<file path="src/vcm_defs.svh">
`ifndef VCM_DEFS_SVH
`define VCM_DEFS_SVH
// clock
`define CLK_PERIOD_NS   10
`define CLK_FREQ_KHZ    100000
// clock-line low time that requests shutdown
`define SHDN_TIME_US    500
// register offsets
`define REG_CTRL        8'h02
`define REG_MODE        8'h03
`define REG_CUR_HI      8'h04
`define REG_CUR_LO      8'h05
`define REG_STATUS      8'h06
`define REG_RES         8'h07
// field positions
`define CTRL_SRST_BIT   0
`define CTRL_FSEL_LSB   1
`define MODE_PWM_BIT    0
// reset values
`define CTRL_RST        2'h0
`define MODE_RST        1'h0
`define RES_RST         8'h80
`define CUR_RST         10'h000
// switching frequencies
`define FSW0_KHZ        500
`define FSW1_KHZ        1000
`define FSW2_KHZ        2000
`define FSW3_KHZ        4000
// ramp step spacing: base plus scale per code below full scale
`define RAMP_BASE       16'h0010
`define RAMP_SCALE      16'h0004
// i2c
`define ACK_BYTES       2'h2
`endif

</file>
<file path="src/vcm_pkg.sv">
package vcm_pkg;
    // operating modes
    typedef enum logic [1:0] {SHUTDOWN, STANDBY, ACTIVE} mode_type;
    // one register write from the serial port
    typedef struct packed {
        logic       valid;
        logic [7:0] addr;
        logic [7:0] data;
    } regWr_type;
    // protection inputs
    typedef struct packed {
        logic overtempFault;
        logic coilShortFault;
        logic coilOpenFault;
    } fault_type;
endpackage

</file>
<file path="src/vcm_drive_ctrl.sv">
`timescale 1ns/1ns
`default_nettype none
`include "vcm_defs.svh"
module vcm_drive_ctrl
    import vcm_pkg::*;
#(
    parameter int unsigned SHDN_CYCLES =
        (`SHDN_TIME_US * 1000 + `CLK_PERIOD_NS - 1) / `CLK_PERIOD_NS
) (
    // clock and reset
    input  wire logic       clk,
    input  wire logic       rst_n,
    // serial register port
    input  wire logic       sclIn,
    input  wire logic       sdaIn,
    output logic            sdaOut,
    output logic            sdaOe,
    // analog monitors
    input  wire logic       overtempIn,
    input  wire logic       coilShortIn,
    input  wire logic       coilOpenIn,
    input  wire logic       senseAbove,
    // output stage
    output logic [9:0]      dacCode,
    output logic            stageEnable,
    output logic            pwmSelect,
    output logic            highSideOn,
    output logic            lowSideOn
);
    // ****************************************
    // reset release and input synchronisers
    // ****************************************
    logic [1:0] rstSync_r;               // reset release chain
    logic       rstN;                    // synchronised reset
    logic [5:0] in1_r, in2_r;            // two-stage pin sync
    logic       sclS, sdaS, aboveS;      // synchronised levels
    fault_type  flt;                     // synchronised faults
    logic       faultAny;

    // reset release
    always_ff @(posedge clk or negedge rst_n) begin
        if (!rst_n) begin
            rstSync_r <= 2'b00;
        end else begin
            rstSync_r <= {rstSync_r[0], 1'b1};
        end
    end
    assign rstN = rstSync_r[1];

    // pin synchronisers
    always_ff @(posedge clk or negedge rstN) begin
        if (!rstN) begin
            in1_r <= 6'h03;
            in2_r <= 6'h03;
        end else begin
            in1_r <= {overtempIn, coilShortIn, coilOpenIn, senseAbove, sdaIn, sclIn};
            in2_r <= in1_r;
        end
    end
    assign sclS     = in2_r[0];
    assign sdaS     = in2_r[1];
    assign aboveS   = in2_r[2];
    assign flt      = in2_r[5:3];
    assign faultAny = |flt;

    // ****************************************
    // register port
    // ****************************************
    regWr_type  wr;                      // write strobe from port
    logic [7:0] rdAddr, rdData;          // read pointer and data
    logic       stopSeen;                // transfer ended
    mode_type   mode_r, mode_nxt;        // operating mode

    i2c_reg_slave u_port (
        .clk      (clk),
        .rstN     (rstN),
        .enable   (mode_r != SHUTDOWN),
        .sclS     (sclS),
        .sdaS     (sdaS),
        .sdaOe    (sdaOe),
        .wr       (wr),
        .rdAddr   (rdAddr),
        .rdData   (rdData),
        .stopSeen (stopSeen)
    );
    assign sdaOut = 1'b0;                // open drain: only pulls low

    // ****************************************
    // shutdown detection
    // ****************************************
    logic [16:0] low_r, low_nxt;         // clock-line low time
    logic        shdnReq;                // low long enough

    // count low time, saturate at the limit
    always_comb begin
        low_nxt = 17'h00000;
        if (!sclS && low_r != 17'(SHDN_CYCLES - 1)) begin
            low_nxt = low_r + 17'h00001;
        end else if (!sclS) begin
            low_nxt = low_r;
        end
    end
    always_ff @(posedge clk or negedge rstN) begin
        if (!rstN) begin
            low_r <= 17'h00000;
        end else begin
            low_r <= low_nxt;
        end
    end
    assign shdnReq = !sclS && low_r == 17'(SHDN_CYCLES - 1);

    // ****************************************
    // registers
    // ****************************************
    logic [1:0] fsel_r, fsel_nxt;        // switching frequency select
    logic       pwm_r, pwm_nxt;          // pwm drive chosen
    logic [9:0] stage_r, stage_nxt;      // staged setpoint bytes
    logic       pend_r, pend_nxt;        // staged value waiting
    logic [9:0] setp_r, setp_nxt;        // committed setpoint
    logic [7:0] res_r, res_nxt;          // resonance tuning
    logic [2:0] stat_r, stat_nxt;        // sticky fault flags
    logic       srst, loadDef, wrHit;

    assign srst    = wr.valid && wr.addr == `REG_CTRL && wr.data[`CTRL_SRST_BIT];
    assign loadDef = mode_r == SHUTDOWN || srst;
    assign wrHit   = wr.valid && !loadDef;

    // register writes, defaults and fault clearing
    always_comb begin
        fsel_nxt  = fsel_r;
        pwm_nxt   = pwm_r;
        stage_nxt = stage_r;
        pend_nxt  = pend_r;
        setp_nxt  = setp_r;
        res_nxt   = res_r;
        // write one clears a flag; a fault seen in active wins
        stat_nxt  = stat_r;
        if (wrHit && wr.addr == `REG_STATUS) begin
            stat_nxt = stat_r & ~wr.data[2:0];
        end
        if (mode_r == ACTIVE) begin
            stat_nxt = stat_nxt | flt;
        end
        if (loadDef) begin
            // defaults on wake and soft reset
            fsel_nxt  = `CTRL_RST;
            pwm_nxt   = `MODE_RST;
            stage_nxt = `CUR_RST;
            pend_nxt  = 1'b0;
            setp_nxt  = `CUR_RST;
            res_nxt   = `RES_RST;
        end else begin
            if (wrHit) begin
                case (wr.addr)
                    `REG_CTRL:   fsel_nxt = wr.data[`CTRL_FSEL_LSB +: 2];
                    `REG_MODE:   pwm_nxt = wr.data[`MODE_PWM_BIT];
                    `REG_RES:    res_nxt = wr.data;
                    `REG_CUR_HI: begin
                        stage_nxt[9:8] = wr.data[1:0];
                        pend_nxt       = 1'b1;
                    end
                    `REG_CUR_LO: begin
                        stage_nxt[7:0] = wr.data;
                        pend_nxt       = 1'b1;
                    end
                    default: ;
                endcase
            end
            if (stopSeen && pend_r) begin
                // both bytes land together
                setp_nxt = stage_r;
                pend_nxt = 1'b0;
            end
            if (mode_r == ACTIVE && faultAny) begin
                // fault drops the setpoint, other register writes still land
                stage_nxt = `CUR_RST;
                pend_nxt  = 1'b0;
                setp_nxt  = `CUR_RST;
            end
        end
    end
    always_ff @(posedge clk or negedge rstN) begin
        if (!rstN) begin
            fsel_r  <= `CTRL_RST;
            pwm_r   <= `MODE_RST;
            stage_r <= `CUR_RST;
            pend_r  <= 1'b0;
            setp_r  <= `CUR_RST;
            res_r   <= `RES_RST;
            stat_r  <= 3'h0;
        end else begin
            fsel_r  <= fsel_nxt;
            pwm_r   <= pwm_nxt;
            stage_r <= stage_nxt;
            pend_r  <= pend_nxt;
            setp_r  <= setp_nxt;
            res_r   <= res_nxt;
            stat_r  <= stat_nxt;
        end
    end

    // read data mux, unmapped reads give zero
    always_comb begin
        case (rdAddr)
            `REG_CTRL:   rdData = {5'h00, fsel_r, 1'b0};
            `REG_MODE:   rdData = {7'h00, pwm_r};
            `REG_CUR_HI: rdData = {6'h00, setp_r[9:8]};
            `REG_CUR_LO: rdData = setp_r[7:0];
            `REG_STATUS: rdData = {3'h0, mode_r == ACTIVE, mode_r == STANDBY, stat_r};
            `REG_RES:    rdData = res_r;
            default:     rdData = 8'h00;
        endcase
    end

    // ****************************************
    // mode sequencing
    // ****************************************
    always_comb begin
        mode_nxt = mode_r;
        if (shdnReq) begin
            mode_nxt = SHUTDOWN;
        end else begin
            case (mode_r)
                SHUTDOWN: if (sclS) mode_nxt = STANDBY;
                STANDBY:  if (setp_r != `CUR_RST) mode_nxt = ACTIVE;
                ACTIVE: begin
                    if (faultAny || srst || setp_r == `CUR_RST) begin
                        mode_nxt = STANDBY;
                    end
                end
                default: mode_nxt = SHUTDOWN;
            endcase
        end
    end
    always_ff @(posedge clk or negedge rstN) begin
        if (!rstN) begin
            mode_r <= SHUTDOWN;
        end else begin
            mode_r <= mode_nxt;
        end
    end

    // ****************************************
    // ringing compensation ramp
    // ****************************************
    logic [9:0]  dac_r, dac_nxt;         // DAC code
    logic [15:0] rcnt_r, rcnt_nxt;       // step spacing counter
    logic [15:0] gap;                    // cycles between steps
    logic        tick;

    // lower resonance gives slower ramp
    assign gap  = `RAMP_BASE + (16'(8'hFF - res_r) * `RAMP_SCALE);
    assign tick = rcnt_r == 16'h0000;
    always_comb begin
        dac_nxt  = dac_r;
        rcnt_nxt = tick ? gap : rcnt_r - 16'h0001;
        if (mode_r == SHUTDOWN) begin
            dac_nxt = `CUR_RST;
        end else if (tick && dac_r < setp_r) begin
            dac_nxt = dac_r + 10'h001;
        end else if (tick && dac_r > setp_r) begin
            dac_nxt = dac_r - 10'h001;
        end
    end
    always_ff @(posedge clk or negedge rstN) begin
        if (!rstN) begin
            dac_r  <= `CUR_RST;
            rcnt_r <= 16'h0000;
        end else begin
            dac_r  <= dac_nxt;
            rcnt_r <= rcnt_nxt;
        end
    end
    assign dacCode = dac_r;

    // ****************************************
    // output stage
    // ****************************************
    logic [7:0] pcnt_r, pcnt_nxt;        // switching period counter
    logic [7:0] per;                     // period in cycles
    logic       chg_r, chg_nxt;          // charge phase
    logic       hs_r, hs_nxt, ls_r, ls_nxt, en_r, en_nxt;

    always_comb begin
        case (fsel_r)
            2'h0:    per = 8'(`CLK_FREQ_KHZ / `FSW0_KHZ);
            2'h1:    per = 8'(`CLK_FREQ_KHZ / `FSW1_KHZ);
            2'h2:    per = 8'(`CLK_FREQ_KHZ / `FSW2_KHZ);
            default: per = 8'(`CLK_FREQ_KHZ / `FSW3_KHZ);
        endcase
    end

    // charge until sensed current passes DAC, then freewheel
    always_comb begin
        pcnt_nxt = (pcnt_r >= per - 8'h01) ? 8'h00 : pcnt_r + 8'h01;
        chg_nxt  = chg_r;
        if (pcnt_r == 8'h00) begin
            chg_nxt = ~aboveS;
        end else if (aboveS) begin
            chg_nxt = 1'b0;
        end
        en_nxt = mode_r == ACTIVE;
        hs_nxt = en_nxt && (pwm_r ? chg_r : 1'b1);
        ls_nxt = en_nxt && pwm_r && !chg_r;
    end
    always_ff @(posedge clk or negedge rstN) begin
        if (!rstN) begin
            pcnt_r <= 8'h00;
            chg_r  <= 1'b0;
            en_r   <= 1'b0;
            hs_r   <= 1'b0;
            ls_r   <= 1'b0;
        end else begin
            pcnt_r <= pcnt_nxt;
            chg_r  <= chg_nxt;
            en_r   <= en_nxt;
            hs_r   <= hs_nxt;
            ls_r   <= ls_nxt;
        end
    end
    assign stageEnable = en_r;
    assign pwmSelect   = pwm_r;
    assign highSideOn  = hs_r;
    assign lowSideOn   = ls_r;
endmodule
`default_nettype wire

</file>
<file path="src/i2c_reg_slave.sv">
`timescale 1ns/1ns
`default_nettype none
`include "vcm_defs.svh"
module i2c_reg_slave
    import vcm_pkg::*;
#(
    parameter logic [6:0] DEV_ADDR = 7'h2A  // arbitrary bus address
) (
    // clock and reset
    input  wire logic       clk,
    input  wire logic       rstN,
    // port enable, off in shutdown
    input  wire logic       enable,
    // synchronised pins
    input  wire logic       sclS,
    input  wire logic       sdaS,
    output logic            sdaOe,
    // register side
    output regWr_type       wr,
    output logic [7:0]      rdAddr,
    input  wire logic [7:0] rdData,
    output logic            stopSeen
);
    // ****************************************
    // serial engine
    // ****************************************
    typedef enum {IDLE, RXBYTE, ACKBIT, TXBYTE, RXACK} slv_type;
    slv_type    st_r, st_nxt;        // engine state
    logic       sclP_r, sdaP_r;      // previous pin levels
    logic [7:0] sh_r, sh_nxt;        // shift register
    logic [3:0] bit_r, bit_nxt;      // bit counter
    logic [1:0] idx_r, idx_nxt;      // byte index in transfer
    logic       rd_r, rd_nxt;        // read transfer
    logic [7:0] ptr_r, ptr_nxt;      // register pointer
    logic       oe_r, oe_nxt;        // sda pull low
    regWr_type  wr_r, wr_nxt;        // write strobe
    logic       stop_r, stop_nxt;    // stop pulse
    logic       rise, fall, start, stop;

    assign rise  = sclS & ~sclP_r;
    assign fall  = ~sclS & sclP_r;
    assign start = sclS & sclP_r & sdaP_r & ~sdaS;
    assign stop  = sclS & sclP_r & ~sdaP_r & sdaS;

    // next state of the engine
    always_comb begin
        st_nxt   = st_r;
        sh_nxt   = sh_r;
        bit_nxt  = bit_r;
        idx_nxt  = idx_r;
        rd_nxt   = rd_r;
        ptr_nxt  = ptr_r;
        oe_nxt   = oe_r;
        wr_nxt   = '0;
        stop_nxt = 1'b0;
        if (!enable) begin
            st_nxt = IDLE;
            oe_nxt = 1'b0;
        end else if (start) begin
            // start or repeated start
            st_nxt  = RXBYTE;
            bit_nxt = 4'h0;
            idx_nxt = 2'h0;
            oe_nxt  = 1'b0;
        end else if (stop) begin
            st_nxt   = IDLE;
            oe_nxt   = 1'b0;
            stop_nxt = 1'b1;
        end else begin
            case (st_r)
                RXBYTE: begin
                    if (rise) begin
                        sh_nxt  = {sh_r[6:0], sdaS};
                        bit_nxt = bit_r + 4'h1;
                    end else if (fall && bit_r == 4'h8) begin
                        st_nxt = ACKBIT;
                        oe_nxt = 1'b1;
                        if (idx_r == 2'h0) begin
                            // address byte: acknowledge only our own
                            rd_nxt = sh_r[0];
                            if (sh_r[7:1] != DEV_ADDR) begin
                                st_nxt = IDLE;
                                oe_nxt = 1'b0;
                            end
                        end else if (idx_r == 2'h1) begin
                            ptr_nxt = sh_r;
                        end else begin
                            wr_nxt  = '{valid: 1'b1, addr: ptr_r, data: sh_r};
                            ptr_nxt = ptr_r + 8'h01;
                        end
                        if (idx_r != `ACK_BYTES) begin
                            idx_nxt = idx_r + 2'h1;
                        end
                    end
                end
                ACKBIT: begin
                    if (fall) begin
                        bit_nxt = 4'h0;
                        if (rd_r) begin
                            st_nxt  = TXBYTE;
                            sh_nxt  = rdData;
                            oe_nxt  = ~rdData[7];
                            ptr_nxt = ptr_r + 8'h01;
                        end else begin
                            st_nxt = RXBYTE;
                            oe_nxt = 1'b0;
                        end
                    end
                end
                TXBYTE: begin
                    if (fall) begin
                        if (bit_r == 4'h7) begin
                            st_nxt = RXACK;
                            oe_nxt = 1'b0;
                        end else begin
                            sh_nxt  = {sh_r[6:0], 1'b0};
                            oe_nxt  = ~sh_r[6];
                            bit_nxt = bit_r + 4'h1;
                        end
                    end
                end
                RXACK: begin
                    // master acknowledge asks for another byte
                    if (rise && sdaS) begin
                        st_nxt = IDLE;
                    end else if (fall) begin
                        st_nxt  = TXBYTE;
                        bit_nxt = 4'h0;
                        sh_nxt  = rdData;
                        oe_nxt  = ~rdData[7];
                        ptr_nxt = ptr_r + 8'h01;
                    end
                end
                default: st_nxt = IDLE;
            endcase
        end
    end

    // engine registers
    always_ff @(posedge clk or negedge rstN) begin
        if (!rstN) begin
            st_r   <= IDLE;
            sclP_r <= 1'b1;
            sdaP_r <= 1'b1;
            sh_r   <= 8'h00;
            bit_r  <= 4'h0;
            idx_r  <= 2'h0;
            rd_r   <= 1'b0;
            ptr_r  <= 8'h00;
            oe_r   <= 1'b0;
            wr_r   <= '0;
            stop_r <= 1'b0;
        end else begin
            st_r   <= st_nxt;
            sclP_r <= sclS;
            sdaP_r <= sdaS;
            sh_r   <= sh_nxt;
            bit_r  <= bit_nxt;
            idx_r  <= idx_nxt;
            rd_r   <= rd_nxt;
            ptr_r  <= ptr_nxt;
            oe_r   <= oe_nxt;
            wr_r   <= wr_nxt;
            stop_r <= stop_nxt;
        end
    end

    // standard slave signalling, up to fast-mode rate
    assign sdaOe    = oe_r;
    assign wr       = wr_r;
    assign rdAddr   = ptr_r;
    assign stopSeen = stop_r;
endmodule
`default_nettype wire

</file>
<file path="config.mk">
export PLATFORM = sky130hd
export DESIGN_NAME = vcm_drive_ctrl
export DESIGN_NICKNAME = d
export VERILOG_FILES = /design/src/vcm_pkg.sv /design/src/vcm_drive_ctrl.sv /design/src/i2c_reg_slave.sv
export VERILOG_INCLUDE_DIRS = /design/src
export SDC_FILE = /design/constraint.sdc
export NUM_CORES = 1
export LEC_CHECK = 0
export BUFFER_PORTS_ARGS = -buffer_cell sky130_fd_sc_hd__buf_2
export CAP_MARGIN = 20
export CORE_ASPECT_RATIO = 0.6
export CORE_MARGIN = 2
export CORE_UTILIZATION = 55
export CTS_BUF_LIST = sky130_fd_sc_hd__clkbuf_16
export CTS_CLUSTER_SIZE = 8
export DETAILED_ROUTE_END_ITERATION = 6
export GPL_TIMING_DRIVEN = 0
export MAX_ROUTING_LAYER = met4
export PLACE_DENSITY = 0.7
export SLEW_MARGIN = 10
export SYNTH_ARGS = -nofsm -noshare
export SYNTH_HDL_FRONTEND = slang
export SYNTH_HIERARCHICAL = 1
export SYNTH_SLANG_ARGS = --single-unit
</file>
<file path="constraint.sdc">
create_clock -name clk -period 6.2 [get_ports clk]
set_input_delay 0.31 -clock clk [delete_from_list [all_inputs] [get_ports clk]]
set_output_delay 0.31 -clock clk [all_outputs]
set_load 0.01 [all_outputs]
</file>
* Yosys cells after proc, flatten, opt, wreduce, memory -nomap -nowiden *
Cells that the tools add are included.

cells by class
  add/sub/neg operators = 11
  magnitude comparators = 3
  equality and inequality tests = 55
  mux-type cells = 111
  bitwise logic cells = 20
  reduce and logical (&&, ||, !) cells = 64

operators by type and width
  cell                     count
  $mux W32                 11
  $mux W17                 10
  $mux W8                  20
  $pmux W32 S4             1
  $mux W10                 9
  $eq A32 B2 Y1 const B    2
  $eq A8 B3 Y1 const B     8
  $pmux W8 S3              2
  $pmux W8 S6              1
  $ne A5 B5 Y1 const B     7
  $eq A32 B1 Y1 const B    1
  $eq A32 B3 Y1 const B    1
  $eq A8 B2 Y1 const B     4
  $mux W2                  16
  $pmux W8 S4              1
  $mux W4                  7
  $mux W1                  27
  $reduce_and A11 Y1       2
  $reduce_and A7 Y1        3
  $reduce_bool A2 Y1       10
  $reduce_bool A3 Y1       6
  $add A17 B1 Y17 const B  1
  $eq A17 B16 Y1 const B   1
  $ne A17 B16 Y1 const B   1
  other kinds (49)         112

storage, ports and cells
  flip-flop bits (word level) = 182
  output and inout bits = 16
  word-level logic and storage cells = 297

* Logic depth before layout (Yosys ltp) *
  depth after elaboration = 10
  mapped depth = 15

* Cells and area by module *
Netlist, hierarchy kept.

by module, submodules not included
  module          times used  cells each  area an instance (µm²)
  vcm_drive_ctrl  1           599         5733.0
  i2c_reg_slave   1           276         2740.1

* Worst setup path before layout *
Ideal clock, no wire load.

  path kind = register to register
  start point = register rcnt_r[0]
  end point = register dac_r[8] (netlist: dacCode[8])
  library setup time = 100 ps
  arrival = 3573 ps
  path slack = 2527 ps
  cell stages (with the launch flop) = 16
  path buffers = 1
  clock period less this slack = 3673 ps
  cell sequence = dfrtp_1 inv_1 ha_1 nor3b_1 and2_1 nand2_1 nor2_1 clkbuf_1 nand2_1 fa_1 a21oi_1 o211ai_1 or4_1 o21ai_0 xor2_1 a311oi_1

on the way
  cells in the longest elaborated chain, start to end = 4
  elaborated cells on any way between the ends = 6
  classes of those cells = mux (2); reduce/logical (4)

ends and longest elaborated chain
  element                 line                   text
  start, declared         vcm_drive_ctrl.sv:247  logic [15:0] rcnt_r, rcnt_nxt;
  start signal, assigned  vcm_drive_ctrl.sv:271  rcnt_r <= rcnt_nxt;
  $logic_not A16 Y1 *     vcm_drive_ctrl.sv:253  assign tick = rcnt_r == 16'h0000;
  $logic_and A1 B1 Y1     vcm_drive_ctrl.sv:259  end else if (tick && dac_r < setp_r) begin
  $mux W10                vcm_drive_ctrl.sv:259
  $mux W10                vcm_drive_ctrl.sv:257  if (mode_r == SHUTDOWN) begin
  end signal, assigned    vcm_drive_ctrl.sv:267  dac_r <= `CUR_RST;
  end signal, assigned    vcm_drive_ctrl.sv:270  dac_r <= dac_nxt;
  end, declared           vcm_drive_ctrl.sv:246  logic [9:0] dac_r, dac_nxt;

Every way passes the cells marked *; elsewhere a longest branch is shown, timed or not.
A chain may end at the register's enable or synchronous reset.

* Worst setup path in the final report *
Same ends and word-level chain as after synthesis.

==> summary.md <==
| Metric | Value |
|---|---|
| Main combinational cell family by area after synthesis | simple AND/OR/NAND/NOR gates |
| Num rows | 35 |
| Full die area | 16400 um2 |
| Startpoint Class | flip-flop |
| Largest net degree at the start of global routing | 64 |
| H-tree Lvls | 4 |
| Reg2Reg Setup Slack | 1.61 ns |
| RSZ-0062 raised after global routing | no |
| I/O pin cnt | 24 |
| Core Region | 15200 um2 |
| Crit path DAT | 4.92 ns |
| Syn Nets | 924 |
| Final Critical Period | 4.59 ns |
| Seq/Total Area, Yosys | 0.453 |
| Synth async-reset ratio | 1.00 |
| Total congestion overflow | 0 |
| Post-route ant nets | 0 |
| Worst-margin pin slew | 0.770 ns |
| Xor-xnor portion of the synthesized cell area | 0.0391 |
| Synth top area cells | dfrtp_1 43%, ha_1 5.9%, a21oi_1 3.8%, nor2_1 3.6%, nand2_1 3.3% |
| Global-route wire length before repair | 32700 um |
| Hold Vio Cnt, Final | 0 |
| Num CTS Buffers | 17 |
| R2R Path Start | rcnt_r[0] |
| CTS tree | built |
| Adder-Cell Fraction of Synth Area | 0.0614 |
| Latest clock arrival within the worst-skew pair | 0.42 ns |
| Cell area after synthesis | 8470 um2 |
| Root buffer cell | clkbuf_16 |
| Vias in the first global route | 6290 |
| Peak VDD IR | 0.142 mV |
| Pwr Density | 246 nW/um2 |
| Critical Path RT | 6.53 ns |
| DIE WIDTH | 164 um |
| Final routed DRC violation total | 0 |
| # setup viols final | 0 |
| CP endpoint kind | flip-flop |
| HPWL Detailed | 14200 um |
| DR iter-0 viols | 644 |
| Synthesized flop and latch total | 153 |
| Initial core utilization | 0.558 |
| EDFF count, synth | 0 |
| Multiplexer share of the synthesized area | 0.0433 |
| Fin crit share | 0.741 |
| Top cell type by total area after synthesis | dfrtp_1 |
| Die Ht | 100 um |
| Total Wirelength | 19700 um |
| Fin. max-slew vios | 0 |
| Max_slew headroom | 0.483 |
| Critical path origin | rcnt_r[0] |
| YS warnings | 6 |
| Critical Path Fanout Max | 10 |
| Total Routing Usage GR | 0.264 |
| Netlist cell types | 91 |
| Top cell type's share of synthesized area | 0.431 |
| Post-synth top cells | 146 x dfrtp_1, 82 x nor2_1, 75 x nand2_1, 65 x a21oi_1, 50 x inv_1 |
| Setup Buffers After CTS | 0 |
| Initial antenna violation count | 0 |
| Final Cell Area | 9590 um2 |
| Drt pass-1 iters | 5 |
| Dominant synthesized flop cell | dfrtp_1 |
| Total Power | 2.36 mW |
| Clk sinks | 153 |
| N_diodes | 0 |
| Pleak | 4.32 nW |
| Simple-Gate Fraction of Synth Area | 0.211 |
| Vias/cell | 5.77 |
| Status | complete, no violations |
| Skew final | 0.00977 ns |
| Share of layout cells above drive strength 1 | 0.130 |
| Setup CP Type | reg2reg |
| Max cap viols | 0 |
| Hold Path Class | in2async |
| Final hold slack | 0.198 ns |
| Via count | 6589 |
| Mapped Cells | 875 |
| Area Growth Syn to Fin | 13.2% |
| GPL Wtd Cong | 0.949 |
| Placed inst area | 8900 um2 |
| CTS clock-pin slew for the worst setup and hold paths | 0.07 ns |
| Final nets | 974 |
| FMAX | 218 MHz |
| Syn avg cell area | 9.68 um2 |
| Cell with the most instances after synthesis | dfrtp_1 |
| Avg WL per Cell | 17.3 um |
| Maximum clock path buffer count | 2 |
| Synth Area in Compound Gates | 0.147 |
| I/O Buffers | 22 |
==> metal layers <==
metal / GRT usage / wire length (um) / vias to the layer above
met1: 0.417 / 10600 / 3170
met5: - / 0 / -
li1: - / - / 3218
met2: 0.342 / 7670 / 185
met4: 0.0580 / 165 / 0
met3: 0.0541 / 1260 / 16
==> sequential cells by signal (all words and copies together) (netlist names), 10 cells and up <==
register   flops
dacCode       10
rcnt_r        16
stage_r       10
setp_r        10
low_r         17
u_port/wr     17
==> report_power, final <==
part	internal, mW	total [mW]	switching (mW)
Clock	0.675	1.10	0.426
Combinational	0.0856	0.203	0.117
Sequential	1.02	1.05	0.0294
==> cell families (layout without fill, tap and decap cells) <==
group                      Yosys count  count (layout)
DFF                                153             153
muxes                               34              34
buffers and inverters               82             145
xor gates and xnor gates            37              37
other                                2               2
adders and majority gates           41              41
and+or+nand+nor                    340             340
AOI/OAI and AO/OA                  186             186
==> worst max-delay path, cell delays in order (launching register included) <==
cell      delay, ns
dfrtp_1        0.41
inv_1          0.07
ha_1           0.18
nor3b_1        0.43
and2_1         0.29
nand2_1        0.07
nor2_1         0.41
clkbuf_1       0.47
nand2_1        0.39
fa_1           0.53
a21oi_1        0.22
o211ai_1       0.17
or4_1          0.41
o21ai_0        0.10
xor2_1         0.09
a311oi_1       0.25
==> path summary, 6_finish.rpt <==
path                                end  cells after the start
setup / recovery             dacCode[8]                     15
hold / removal             rstSync_r[1]                      2
setup reg to reg             dacCode[8]                     15
hold reg to reg               pcnt_r[5]                      0
max in group asynchronous      in1_r[0]                      2
min in group clk               in2_r[2]                      0
==> repair_timing <==
action	4_1_cts	5_1_grt
hold endpoints to repair	8	0
endpoints found under the setup margin	0	0
hold buffers	7	0
gates resized for setup	0	0
==> layout by cell type, fill, tap and decap left out, types with 12 or more instances in the layout <==
| master | n |
|---|---|
| nand2b_1 | 12 |
| nor3_1 | 29 |
| xnor2_1 | 14 |
| dfrtp_1 | 145 |
| ha_1 | 40 |
| xor2_1 | 22 |
| nor2_1 | 82 |
| nand2_1 | 75 |
| and3_1 | 13 |
| nand3_1 | 40 |
| mux2i_1 | 22 |
| o21ai_0 | 25 |
| inv_1 | 51 |
| a21oi_1 | 65 |
| nand4_1 | 12 |
| buf_2 | 28 |
| and2_1 | 20 |
| clkbuf_16 | 17 |
==> through the flow <==
step,setup TNS (ns),util,worst slack (ns),cells
floorplan,0,-,1.63,875
global placement,-13.40,0.582,-0.108,1100
detailed placement,0,0.585,1.73,1102
CTS,0,0.631,1.66,1141
global route,0,0.631,1.19,1141
finish,0,0.631,1.61,1141
==> layout make-up <==
type                            instances  area, um2
Tap cell                              203        254
Inverter                               51        191
Buffer                                 31        184
Sequential cell                       153       3840
Multi-Input combinational cell        640       4260
Clock buffer                           17        425
Timing Repair Buffer                   31        235
Fill cell                            1244       5600
Clock inverter                         15        201
No activity file was read; power rests on OpenSTA's default activity.
